File: config.mk
export PLATFORM = sky130hd
export DESIGN_NAME = spnp_core
export DESIGN_NICKNAME = d
export VERILOG_FILES = /design/src/core/spnp_pkg.sv /design/src/core/spnp_core.sv
export VERILOG_INCLUDE_DIRS = /design/src /design/src/core
export SDC_FILE = /design/constraint.sdc
export NUM_CORES = 1
export LEC_CHECK = 0
export BUFFER_PORTS_ARGS = -buffer_cell sky130_fd_sc_hd__buf_2
export CAP_MARGIN = 20
export CORE_ASPECT_RATIO = 0.75
export CORE_MARGIN = 10
export CORE_UTILIZATION = 50
export CTS_BUF_LIST = sky130_fd_sc_hd__clkbuf_4 sky130_fd_sc_hd__clkbuf_8
export CTS_CLUSTER_DIAMETER = 120
export DETAILED_ROUTE_END_ITERATION = 16
export PLACE_DENSITY = 0.78
export SLEW_MARGIN = 10
export SYNTH_ARGS = -nofsm -noshare
export SYNTH_HDL_FRONTEND = slang
export SYNTH_SLANG_ARGS = --single-unit
File: constraint.sdc
create_clock -name clock -period 1.9 [get_ports clock]
set_input_delay 0.38 -clock clock [delete_from_list [all_inputs] [get_ports clock]]
set_output_delay 0.38 -clock clock [all_outputs]
set_load 0.01 [all_outputs]
File: src/core/spnp_map.svh
// spnp_map.svh - command numbers, status bit positions, answer codes
// assumes inclusion by bare name from core design files
`ifndef SPNP_MAP_SVH
`define SPNP_MAP_SVH

// command numbers as decoded by the serial front end
`define SPNP_CMD_POLL          8'h00
`define SPNP_CMD_CLEAR         8'h01
`define SPNP_CMD_READ_IO       8'h15
`define SPNP_CMD_POLL_FULL     8'h1b
`define SPNP_CMD_PROTECT       8'h21

// status word bit positions
`define SPNP_B_ICMD_DONE       15
`define SPNP_B_NV_ERR          14
`define SPNP_B_PCMD_DONE       13
`define SPNP_B_CMD_ERR         12
`define SPNP_B_INPUT_FOUND     11
`define SPNP_B_VOLT            10
`define SPNP_B_HOLD_ERR        9
`define SPNP_B_MOVE_ERR        8
`define SPNP_B_RX_OVF          7
`define SPNP_B_CHECK_MET       6
`define SPNP_B_TOO_LONG        5
`define SPNP_B_FRAMING         4
`define SPNP_B_KILL            3
`define SPNP_B_SOFT_LIMIT      2
`define SPNP_B_RX_CKSUM        1
`define SPNP_B_ABORTED         0

// reset values and limits
`define SPNP_STATUS_RESET      16'h0000
`define SPNP_ADDR_NONE         16'h0000
`define SPNP_ADDR_ALL          16'hffff
`define SPNP_CODE_RESET        16'h0000
`define SPNP_MAX_PKT_BYTES     31
`define SPNP_NAK_BAD_CODE      8'h09
`define SPNP_NAK_BUSY          8'h01
`define SPNP_NAK_NONE          8'h00

// servo cycle of 120 us at 50 MHz
`define SPNP_SERVO_US          120
`define SPNP_CLOCK_MHZ         50
`define SPNP_SERVO_CYCLES      (`SPNP_SERVO_US * `SPNP_CLOCK_MHZ)

`endif

File: src/core/spnp_pkg.sv
// spnp_pkg.sv - types shared by the status poll and protect block
// assumes spnp_map.svh holds all numeric constants
`default_nettype none
package spnp_pkg;
  // answer kinds sent back to the serial framer
  typedef enum logic [2:0] {
    SPNP_ANS_ACK    = 3'h0,
    SPNP_ANS_STATUS = 3'h1,
    SPNP_ANS_IO     = 3'h3,
    SPNP_ANS_NAK    = 3'h2
  } spnp_answer_t;
endpackage
`default_nettype wire

File: src/core/spnp_core.sv
// spnp_core.sv - status word latching, poll answers and nv write protection
// assumes decoded commands arrive as one-cycle strobes from the serial front
// end, and that event inputs are one-cycle pulses synchronous to clock
// assumes at most one command per clock and single-pulse nv write requests
`include "spnp_map.svh"
`default_nettype none

module spnp_core #(
  parameter int unsigned SERVO_CYCLES = `SPNP_SERVO_CYCLES
) (
  // clock and reset
  input  wire logic                  clock,
  input  wire logic                  reset,
  // decoded command strobe from the serial front end
  input  wire logic                  cmd_valid,
  input  wire logic [7:0]            cmd_number,
  input  wire logic [15:0]           cmd_param0,
  input  wire logic [15:0]           cmd_param1,
  input  wire logic                  device_busy,
  // answer to the serial front end
  output logic                       ans_valid,
  output spnp_pkg::spnp_answer_t     ans_kind,
  output logic [15:0]                ans_data,
  output logic [7:0]                 ans_nak_code,
  // status events, one-cycle pulses
  input  wire logic                  ev_icmd_done,
  input  wire logic                  ev_pcmd_done,
  input  wire logic                  ev_nv_cksum_err,
  input  wire logic                  ev_cmd_err,
  input  wire logic                  ev_input_found,
  input  wire logic                  ev_volt_err,
  input  wire logic                  ev_hold_err,
  input  wire logic                  ev_move_err,
  input  wire logic                  ev_rx_overflow,
  input  wire logic                  internal_check_met,
  input  wire logic                  ev_rx_pkt_end,
  input  wire logic [7:0]            rx_pkt_bytes,
  input  wire logic                  ev_framing_err,
  input  wire logic                  ev_kill,
  input  wire logic                  ev_soft_limit,
  input  wire logic                  ev_rx_cksum_bad,
  input  wire logic                  proto_checksummed,
  input  wire logic                  ev_pkt_aborted,
  // non-volatile write gate
  input  wire logic                  nv_write_req,
  input  wire logic                  nv_write_is_save,
  input  wire logic [15:0]           nv_write_addr,
  output logic                       nv_write_grant,
  output logic                       nv_write_refused,
  output logic                       program_abort,
  // io state sources and protection view
  input  wire logic [15:0]           io_state_live,
  output logic [15:0]                first_writable_addr
);
  import spnp_pkg::*;

  // =====================================================================
  // elaboration checks
  // =====================================================================
  // a zero count never wraps, so the io snapshot would freeze after reset;
  // the counter is 32 bits, so any larger unsigned count fits it
  if (SERVO_CYCLES < 1) begin : g_bad_servo
    $error("servo cycle count must be at least one");
  end

  // =====================================================================
  // state
  // =====================================================================
  // live gathers new events, shown keeps what a poll handed out; the host
  // sees their union and clear empties shown only, so nothing unread is lost
  typedef struct packed {
    logic [15:0]  live;        // bits latched since last poll
    logic [15:0]  shown;       // bits handed to the host, cleared by clear
    logic [15:0]  lock_code;
    logic [15:0]  first_addr;
    logic [15:0]  io_word;
    logic [31:0]  servo_count;
    logic         ans_valid;
    spnp_answer_t ans_kind;
    logic [15:0]  ans_data;
    logic [7:0]   ans_nak_code;
    logic         grant;
    logic         refused;
    logic         abort;
  } spnp_state_t;

  spnp_state_t state;
  spnp_state_t next_state;

  // one-cycle event vector in status bit order
  logic [15:0] events;
  // decoded command strobes
  logic        is_poll;
  logic        is_poll_full;
  logic        is_clear;
  logic        is_protect;
  logic        is_read_io;
  // write gate terms and the union of both status halves
  logic        below_limit;
  logic        save_blocked;
  logic [15:0] merged;

  // =====================================================================
  // event vector
  // =====================================================================
  // each event lands on its own bit; a blocked save also raises 14 and 12
  always_comb begin
    events = `SPNP_STATUS_RESET;
    events[`SPNP_B_ICMD_DONE]   = ev_icmd_done;
    events[`SPNP_B_PCMD_DONE]   = ev_pcmd_done;
    events[`SPNP_B_NV_ERR]      = ev_nv_cksum_err | save_blocked;
    events[`SPNP_B_CMD_ERR]     = ev_cmd_err | save_blocked;
    events[`SPNP_B_INPUT_FOUND] = ev_input_found;
    events[`SPNP_B_VOLT]        = ev_volt_err;
    events[`SPNP_B_HOLD_ERR]    = ev_hold_err;
    events[`SPNP_B_MOVE_ERR]    = ev_move_err;
    events[`SPNP_B_RX_OVF]      = ev_rx_overflow;
    events[`SPNP_B_CHECK_MET]   = internal_check_met;
    // packet length is judged once, at the end of the packet
    events[`SPNP_B_TOO_LONG]    = ev_rx_pkt_end
                                  & (rx_pkt_bytes > 8'(`SPNP_MAX_PKT_BYTES));
    events[`SPNP_B_FRAMING]     = ev_framing_err;
    // kill is latched on every cycle it is high, so a persisting cause sets it again after clear
    events[`SPNP_B_KILL]        = ev_kill;
    events[`SPNP_B_SOFT_LIMIT]  = ev_soft_limit;
    // only protocols that carry a packet checksum can flag this bit
    events[`SPNP_B_RX_CKSUM]    = ev_rx_cksum_bad & proto_checksummed;
    events[`SPNP_B_ABORTED]     = ev_pkt_aborted;
  end

  // =====================================================================
  // command decode and write gate
  // =====================================================================
  // one strobe per command number; unknown numbers get no answer
  assign is_poll      = cmd_valid && cmd_number == `SPNP_CMD_POLL;
  assign is_poll_full = cmd_valid && cmd_number == `SPNP_CMD_POLL_FULL;
  assign is_clear     = cmd_valid && cmd_number == `SPNP_CMD_CLEAR;
  assign is_protect   = cmd_valid && cmd_number == `SPNP_CMD_PROTECT;
  assign is_read_io   = cmd_valid && cmd_number == `SPNP_CMD_READ_IO;
  // first_addr of all ones puts every user address below the limit
  assign below_limit  = state.first_addr != `SPNP_ADDR_NONE
                        && (state.first_addr == `SPNP_ADDR_ALL
                            || nv_write_addr < state.first_addr);
  assign save_blocked = nv_write_req && nv_write_is_save && below_limit;
  assign merged       = state.shown | state.live;

  // =====================================================================
  // next state
  // =====================================================================
  // everything holds by default; answer and gate pulses last one cycle
  always_comb begin
    next_state = state;
    next_state.ans_valid = 1'b0;
    next_state.grant     = 1'b0;
    next_state.refused   = 1'b0;
    next_state.abort     = 1'b0;

    // a poll moves the live bits into the shown half; later events stay
    // in live, so an intervening clear cannot lose them
    if (is_poll || is_poll_full) begin
      next_state.shown = merged;
      next_state.live  = events;
      next_state.ans_valid    = 1'b1;
      next_state.ans_nak_code = `SPNP_NAK_NONE;
      next_state.ans_data     = merged;
      // the full poll answers the word even when it is all zero
      if (is_poll && merged == `SPNP_STATUS_RESET) begin
        next_state.ans_kind = SPNP_ANS_ACK;
      end else begin
        next_state.ans_kind = SPNP_ANS_STATUS;
      end
    end else begin
      // no poll: new events simply accumulate
      next_state.live = state.live | events;
    end

    // clear only drops what has been read; events this cycle survive
    if (is_clear) begin
      next_state.shown        = `SPNP_STATUS_RESET;
      next_state.ans_valid    = 1'b1;
      next_state.ans_kind     = SPNP_ANS_ACK;
      next_state.ans_nak_code = `SPNP_NAK_NONE;
      next_state.ans_data     = `SPNP_STATUS_RESET;
    end

    // io word snapshot refreshed once per servo cycle
    if (state.servo_count >= 32'(SERVO_CYCLES - 1)) begin
      next_state.servo_count = '0;
      next_state.io_word     = io_state_live;
    end else begin
      next_state.servo_count = state.servo_count + 32'd1;
    end
    // read io answers the last snapshot, never the live pins
    if (is_read_io) begin
      next_state.ans_valid    = 1'b1;
      next_state.ans_kind     = SPNP_ANS_IO;
      next_state.ans_data     = state.io_word;
      next_state.ans_nak_code = `SPNP_NAK_NONE;
    end

    // protect command: param0 lockout code, param1 first writable address
    if (is_protect) begin
      next_state.ans_valid = 1'b1;
      next_state.ans_data  = `SPNP_STATUS_RESET;
      // a busy part keeps its settings untouched
      if (device_busy) begin
        next_state.ans_kind     = SPNP_ANS_NAK;
        next_state.ans_nak_code = `SPNP_NAK_BUSY;
      end else if (state.first_addr != `SPNP_ADDR_NONE
                   && cmd_param0 != state.lock_code) begin
        // an unprotected part has no code to check against
        next_state.ans_kind     = SPNP_ANS_NAK;
        next_state.ans_nak_code = `SPNP_NAK_BAD_CODE;
      end else begin
        // accepted: the new limit and code take effect at once
        next_state.ans_kind     = SPNP_ANS_ACK;
        next_state.ans_nak_code = `SPNP_NAK_NONE;
        next_state.first_addr   = cmd_param1;
        // an address of zero drops protection together with the code
        if (cmd_param1 == `SPNP_ADDR_NONE) begin
          next_state.lock_code = `SPNP_CODE_RESET;
        end else begin
          next_state.lock_code = cmd_param0;
        end
      end
    end

    // write gate, answered one cycle after the request
    // a plain write below the limit is refused quietly; a save also aborts
    if (nv_write_req) begin
      next_state.grant   = !below_limit;
      next_state.refused = below_limit;
      next_state.abort   = save_blocked;
    end
  end

  // =====================================================================
  // registers
  // =====================================================================
  // one register bank for the whole state
  always_ff @(posedge clock) begin
    if (reset) begin
      // every field named, so protection always comes up off
      state.live         <= `SPNP_STATUS_RESET;
      state.shown        <= `SPNP_STATUS_RESET;
      state.lock_code    <= `SPNP_CODE_RESET;
      state.first_addr   <= `SPNP_ADDR_NONE;
      state.io_word      <= '0;
      state.servo_count  <= '0;
      state.ans_valid    <= 1'b0;
      state.ans_kind     <= SPNP_ANS_ACK;
      state.ans_data     <= `SPNP_STATUS_RESET;
      state.ans_nak_code <= `SPNP_NAK_NONE;
      state.grant        <= 1'b0;
      state.refused      <= 1'b0;
      state.abort        <= 1'b0;
    end else begin
      state <= next_state;
    end
  end

  // =====================================================================
  // outputs
  // =====================================================================
  // answer outputs straight from flip-flops
  assign ans_valid           = state.ans_valid;
  assign ans_kind            = state.ans_kind;
  assign ans_data            = state.ans_data;
  assign ans_nak_code        = state.ans_nak_code;

  // write gate pulses and the current protection limit
  assign nv_write_grant      = state.grant;
  assign nv_write_refused    = state.refused;
  assign program_abort       = state.abort;
  assign first_writable_addr = state.first_addr;

endmodule
`default_nettype wire

Word level (Yosys, flattened, before mapping)
Cells that the tools add are included.
{ "totals": {"word_cells": 67, "in_bits": 103, "output_inout_bits": 47, "ff_bits": 143} }
{ "op_classes": {"addsub": 1, "n_lt_le_gt_ge": 3, "eq_ne": 6, "muxes": 11, "reduce_logical": 24, "n_bitwise": 9} }
{ "op_table": {"columns": ["cell", "count"], "rows": [
  ["$mux W28", 4],
  ["$add A32 B1 Y32 const B", 1],
  ["$ge A32 B13 Y1 const B", 1],
  ["$logic_not A16 Y1", 2],
  ["$mux W16", 2],
  ["$or A16 B16 Y16", 2],
  ["$eq A16 B16 Y1 const B", 1],
  ["$eq A8 B5 Y1 const B", 2],
  ["$lt A16 B16 Y1", 1],
  ["$ne A16 B16 Y1", 1],
  ["$reduce_bool A16 Y1", 1],
  ["$logic_and A1 B1 Y1", 10],
  ["$eq A8 B1 Y1 const B", 1],
  ["$eq A8 B6 Y1 const B", 1],
  ["$gt A8 B5 Y1 const B", 1],
  ["$logic_not A8 Y1", 1],
  ["$mux W4", 2],
  ["$reduce_or A2 Y1", 4],
  ["$mux W2", 2],
  ["$reduce_bool A4 Y1", 1],
  ["$not A1 Y1", 3],
  ["$reduce_and A3 Y1", 1],
  ["$reduce_bool A3 Y1", 1],
  ["$and A1 B1 Y1", 2],
  ["4 further kinds", 6]
]} }

Logic depth before layout (Yosys ltp)
{ "depth": {"word_depth": 8, "depth_mapped": 7, "ltp_nobuf": 7} }

Least setup slack after synthesis
OpenSTA, ideal clock, no wires.
{ "synth_timing": {"path_type": "flip-flop to flip-flop", "from": "register state, in the netlist first_writable_addr[10]", "to": "register state[139] (netlist bit)", "path_slack_ns": -0.110, "n_path_buf": 0, "arrival_time_ns": 1.883, "period_less_slack_ns": 2.010, "setup_time_ns": 0.127, "stages_incl_launch_ff": 8, "required_ns": 1.773, "path_cell_list": "dfxtp_1 inv_1 ha_1 nand3_1 or3_1 or4_1 a31oi_1 o21ai_1"} }
{ "synth_via": {"elab_chain_len": 7, "word_cells_on_any_way": 9, "classes_between": "order compare (1); eq/ne (1); mux (1); bitwise (2); reduce/logical (4)"} }
{ "synth_rtl": {"columns": ["item", "line", "rtl"], "rows": [
  ["from (decl)", "spnp_core.sv:87", "spnp_state_t state;"],
  ["from (signal assigned)", "spnp_core.sv:258", "state <= next_state;"],
  ["$lt A16 B16 Y1 / $eq A16 B16 Y1 (equally long branches)", null, null],
  ["$logic_or A1 B1 Y1", "spnp_core.sv:142", "&& (state.first_addr == `SPNP_ADDR_ALL"],
  ["$logic_and A1 B1 Y1 *", "spnp_core.sv:141", "assign below_limit = state.first_addr != `SPNP_ADDR_NONE"],
  ["$logic_and A1 B1 Y1 *", "spnp_core.sv:144", "assign save_blocked = nv_write_req && nv_write_is_save && below_limit;"],
  ["$or A1 B1 Y1 *", "spnp_core.sv:112", "events[`SPNP_B_CMD_ERR] = ev_cmd_err | save_blocked;"],
  ["$or A16 B16 Y16", "spnp_core.sv:174", "next_state.live = state.live | events;"],
  ["$mux W16 *", "spnp_core.sv:160", "if (is_poll || is_poll_full) begin"]
]} }
Mark *: on every way between the ends. The rest lies on a longest branch, timed or not.
A chain may end at the register's enable or synchronous reset.

Worst setup path after layout
{ "layout_timing": {"from": "register state, in the netlist first_writable_addr[10]", "to": "register state[141] (netlist bit)"} }
{ "layout_via": {"elab_chain_len": 7, "word_cells_on_any_way": 9, "classes_between": "order compare (1); eq/ne (1); mux (1); bitwise (2); reduce/logical (4)"} }
{ "layout_rtl": {"columns": ["item", "line", "rtl"], "rows": [
  ["$lt A16 B16 Y1 / $eq A16 B16 Y1 (equally long branches)", null, null],
  ["$logic_or A1 B1 Y1", "spnp_core.sv:142", null],
  ["$logic_and A1 B1 Y1 *", "spnp_core.sv:141", null],
  ["$logic_and A1 B1 Y1 *", "spnp_core.sv:144", null],
  ["$or A1 B1 Y1 *", "spnp_core.sv:111", "events[`SPNP_B_NV_ERR] = ev_nv_cksum_err | save_blocked;"],
  ["$or A16 B16 Y16", "spnp_core.sv:174", null],
  ["$mux W16 *", "spnp_core.sv:160", null]
]} }
Marks and branches as above.

==> impl_metrics.yaml <==
finish:
  drive_above_1_share: 0.306
  syn_to_final_growth_pct: 25.7
  num-nets-final: 966
  design_area_mm2: 0.00768
  utilization: 0.652
cts:
  cts.htree.levels: 4
  clock-sinks: 136
  clock_path_buffers: 2
  path_clk_slew_ps: 80
  clock_latency_ps: 450
  numCtsBuffers: 17
  holdBufCountCts: 0
  cts_root_buffer: "clkbuf_8"
  cts_tree: "yes"
setup_path:
  rrSetupSlack_ps: -100
  crit_type: "reg2reg"
  critPathLaunch: "first_writable_addr[10]"
  crit_chain: "inv_2 > ha_4 > nand3_4 > or3_1 > or4_4 > a31oi_4 > o21ai_1"
  worst_ep_required_time_ps: 2240
  cp_slowest_stage_delay_ps: 440
  cp-end-kind: "register"
  rr_startpoint: "first_writable_addr[10]"
  crit_path_max_fanout: 5
  r2r_cells: 7
  cp-start-kind: "register"
  reg2reg_to: "state[141]"
  crit_slowest_cell: "or4_4"
  arrival_ps: 2340
detailed_routing:
  first_pass_iters: 5
  detail_route.vias_per_cell: 5.37
  drtAntennaViolNets: 0
  via_count: 5498
  drc: 0
  routed_wl_um: 16500
  wl_per_cell_um: 16.2
  drtIter0Drc: 341
sta:
  clock.fmax_mhz: 499
  timing.final.setup_violations: 21
  fin_worst_skew_ps: 14.2
  hold_viol_final: 0
  post-route-period-util: 1.05
  rsz0062_at_grt: "true"
  drv_slew: 0
  min_period_ps: 2000
  fin_ws_ps: -103
synth:
  synth-seq-area-share: 0.445
  yosysMostFrequentCell: "dfxtp_1"
  ys_warn_count: 0
  synth_ff_type: "dfxtp_1"
  synth_top_area_share: 0.445
  synthCells: 682
  async_flop_share: 0
  ys_seq_elements: 136
  synth_edf_count: 0
  syn_area_mm2: 0.00611
  synth_area_leaders: "dfxtp_1, buf_4, nor2_1, a21oi_1, ha_1"
  ys_types: 58
  synthTopCellsByCount: "dfxtp_1, nor2_1, a21oi_1"
  avgSynthCellArea_um2: 8.96
  yosysTopAreaCell: "dfxtp_1"
floorplanning:
  num_rows: 34
  dieArea_mm2: 0.0171
  core-area_mm2: 0.0118
  ios: 150
  dieHeight_um: 116
  start_util: 0.519
  die_x_um: 148
worst_hold_path:
  holdPathStages: 3
  min_from: "ev_rx_overflow"
  worstHoldPathType: "in2reg"
  min_to: "state[134]"
global_routing:
  overflow: 0
  grt_pass1_wl_um: 26500
  antenna_found_initial: 2
  grt_usage: 0.190
  grt_pass1_vias: 5521
  grt_max_degree: 36
job:
  drv_cap: 0
pwr:
  irDropWorstVdd_v: 0.000477
  powerDensity_mw_per_mm2: 839
  p_leak_nw: 3.22
run_status:
  violations: "negative setup slack"
  run_status: "finished, violations left"
place:
  hpwl_um: 12500
  post-place-ws_ps: -252
  io_buffer_count: 137
  place_congestion: 0.873
  postPlaceCellArea_mm2: 0.00713
[kinds of logic (layout without fill, tap and decap cells)]
logic type                 count (synthesis)  after routing  share of synthesized area
and+or+nand+nor                          234            234                      0.195
adders and majority gates                 16             16                     0.0327
AOI/OAI and AO/OA                        159            159                      0.172
muxes                                     16             16                     0.0262
xor gates and xnor gates                  27             27                     0.0387
buffers and inverters                     93            246                     0.0888
DFF                                      136            136                      0.445
other                                      1             28                   0.000613
[cell usage in the layout, fill, tap and decap left out, types with 3 or more instances in the layout]
| cell | synthesis | layout |
|---|---|---|
| ha_4 | 0 | 3 |
| xor2_1 | 19 | 19 |
| conb_1 | 1 | 26 |
| buf_12 | 0 | 4 |
| nor4_1 | 21 | 17 |
| inv_1 | 18 | 15 |
| o21ai_1 | 3 | 3 |
| clkinvlp_4 | 0 | 3 |
| nor3_1 | 22 | 22 |
| nor2b_1 | 4 | 4 |
| ha_1 | 16 | 12 |
| a21oi_1 | 52 | 52 |
| nor4_2 | 4 | 7 |
| dfxtp_2 | 0 | 4 |
| buf_2 | 6 | 137 |
| xnor2_1 | 8 | 8 |
| clkinv_4 | 0 | 3 |
| mux2i_1 | 16 | 16 |
| a31oi_1 | 19 | 17 |
| buf_4 | 45 | 53 |
| nand4_1 | 10 | 10 |
| dfxtp_1 | 136 | 132 |
| o21a_1 | 3 | 3 |
| and4_1 | 3 | 3 |
| inv_2 | 0 | 3 |
| and3_1 | 5 | 5 |
| nor2_1 | 81 | 81 |
| inv_6 | 0 | 3 |
| o311ai_1 | 16 | 16 |
| o21ai_0 | 32 | 32 |
| clkbuf_8 | 0 | 19 |
| a22o_1 | 16 | 16 |
| nand3_1 | 9 | 7 |
| nand2_1 | 40 | 40 |
| nand2b_1 | 20 | 19 |
[what timing repair did]
item	in CTS	in global routing
gates cloned	0	1
setup endpoints to repair	21	44
resized for setup	2	12
pin swaps	4	4
buffers inserted	2	2
[worst max path at each step]
stage	to	depth (start not counted)
CTS	state[139]	7
detailed placement	ans_data[12]	6
finish	state[141]	7
global route	nv_write_grant	7
floorplan	nv_write_grant	7
global placement	ans_data[11]	6
[registers in the layout, indices dropped and copies added, names as in the netlist]
name,count
program_abort,1
ans_nak_code,2
ans_data,16
nv_write_grant,1
ans_valid,1
nv_write_refused,1
first_writable_addr,16
ans_kind,2
state,96
[worst max-delay path, delay by kind of cell (launching register included)]
| family | cells | cell delay [ps] |
|---|---|---|
| AOI/OAI and AO/OA | 2 | 340 |
| and+or+nand+nor | 3 | 870 |
| buffers and inverters | 1 | 60 |
| adders and majority gates | 1 | 270 |
| DFF | 1 | 350 |
[layout make-up]
class	instances	area (um2)
fillers	976	4100
repair buffers	196	1200
diodes	2	5.00
multi-input cells	478	3070
clock buffers	20	269
inverters	18	67.6
flip-flops and latches	136	2730
well taps	162	203
clock inverters	12	140
[per-layer routing]
metal	global-route usage	part of all wire
met3	0.0697	0.075
met1	0.219	0.42
met5	0	0
met2	0.317	0.48
met4	0.0751	0.017
[report_power, final]
group / internal (W) / switching, W / leakage [nW]
registers: 0.00298 / 0.0000921 / 1.12
clock network: 0.00126 / 0.00115 / 0.200
logic: 0.000472 / 0.000488 / 1.91
total: 0.00472 / 0.00173 / 3.22
[per-stage QoR]
| stage | std cells | setup TNS [ps] | total power, W | hold slack [ps] |
|---|---|---|---|---|
| after floorplan | 707 | -188 | 0.00365 | 413 |
| after CTS | 1018 | -1440 | 0.00644 | 124 |
| final | 1024 | -751 | 0.00645 | 136 |
| after detailed placement | 984 | -9710 | 0.00402 | 437 |
| after global routing | 1023 | -2540 | 0.00675 | 135 |
| after global placement | 984 | -7500 | 0.00398 | 425 |
Power figures use the tool's default switching activity.
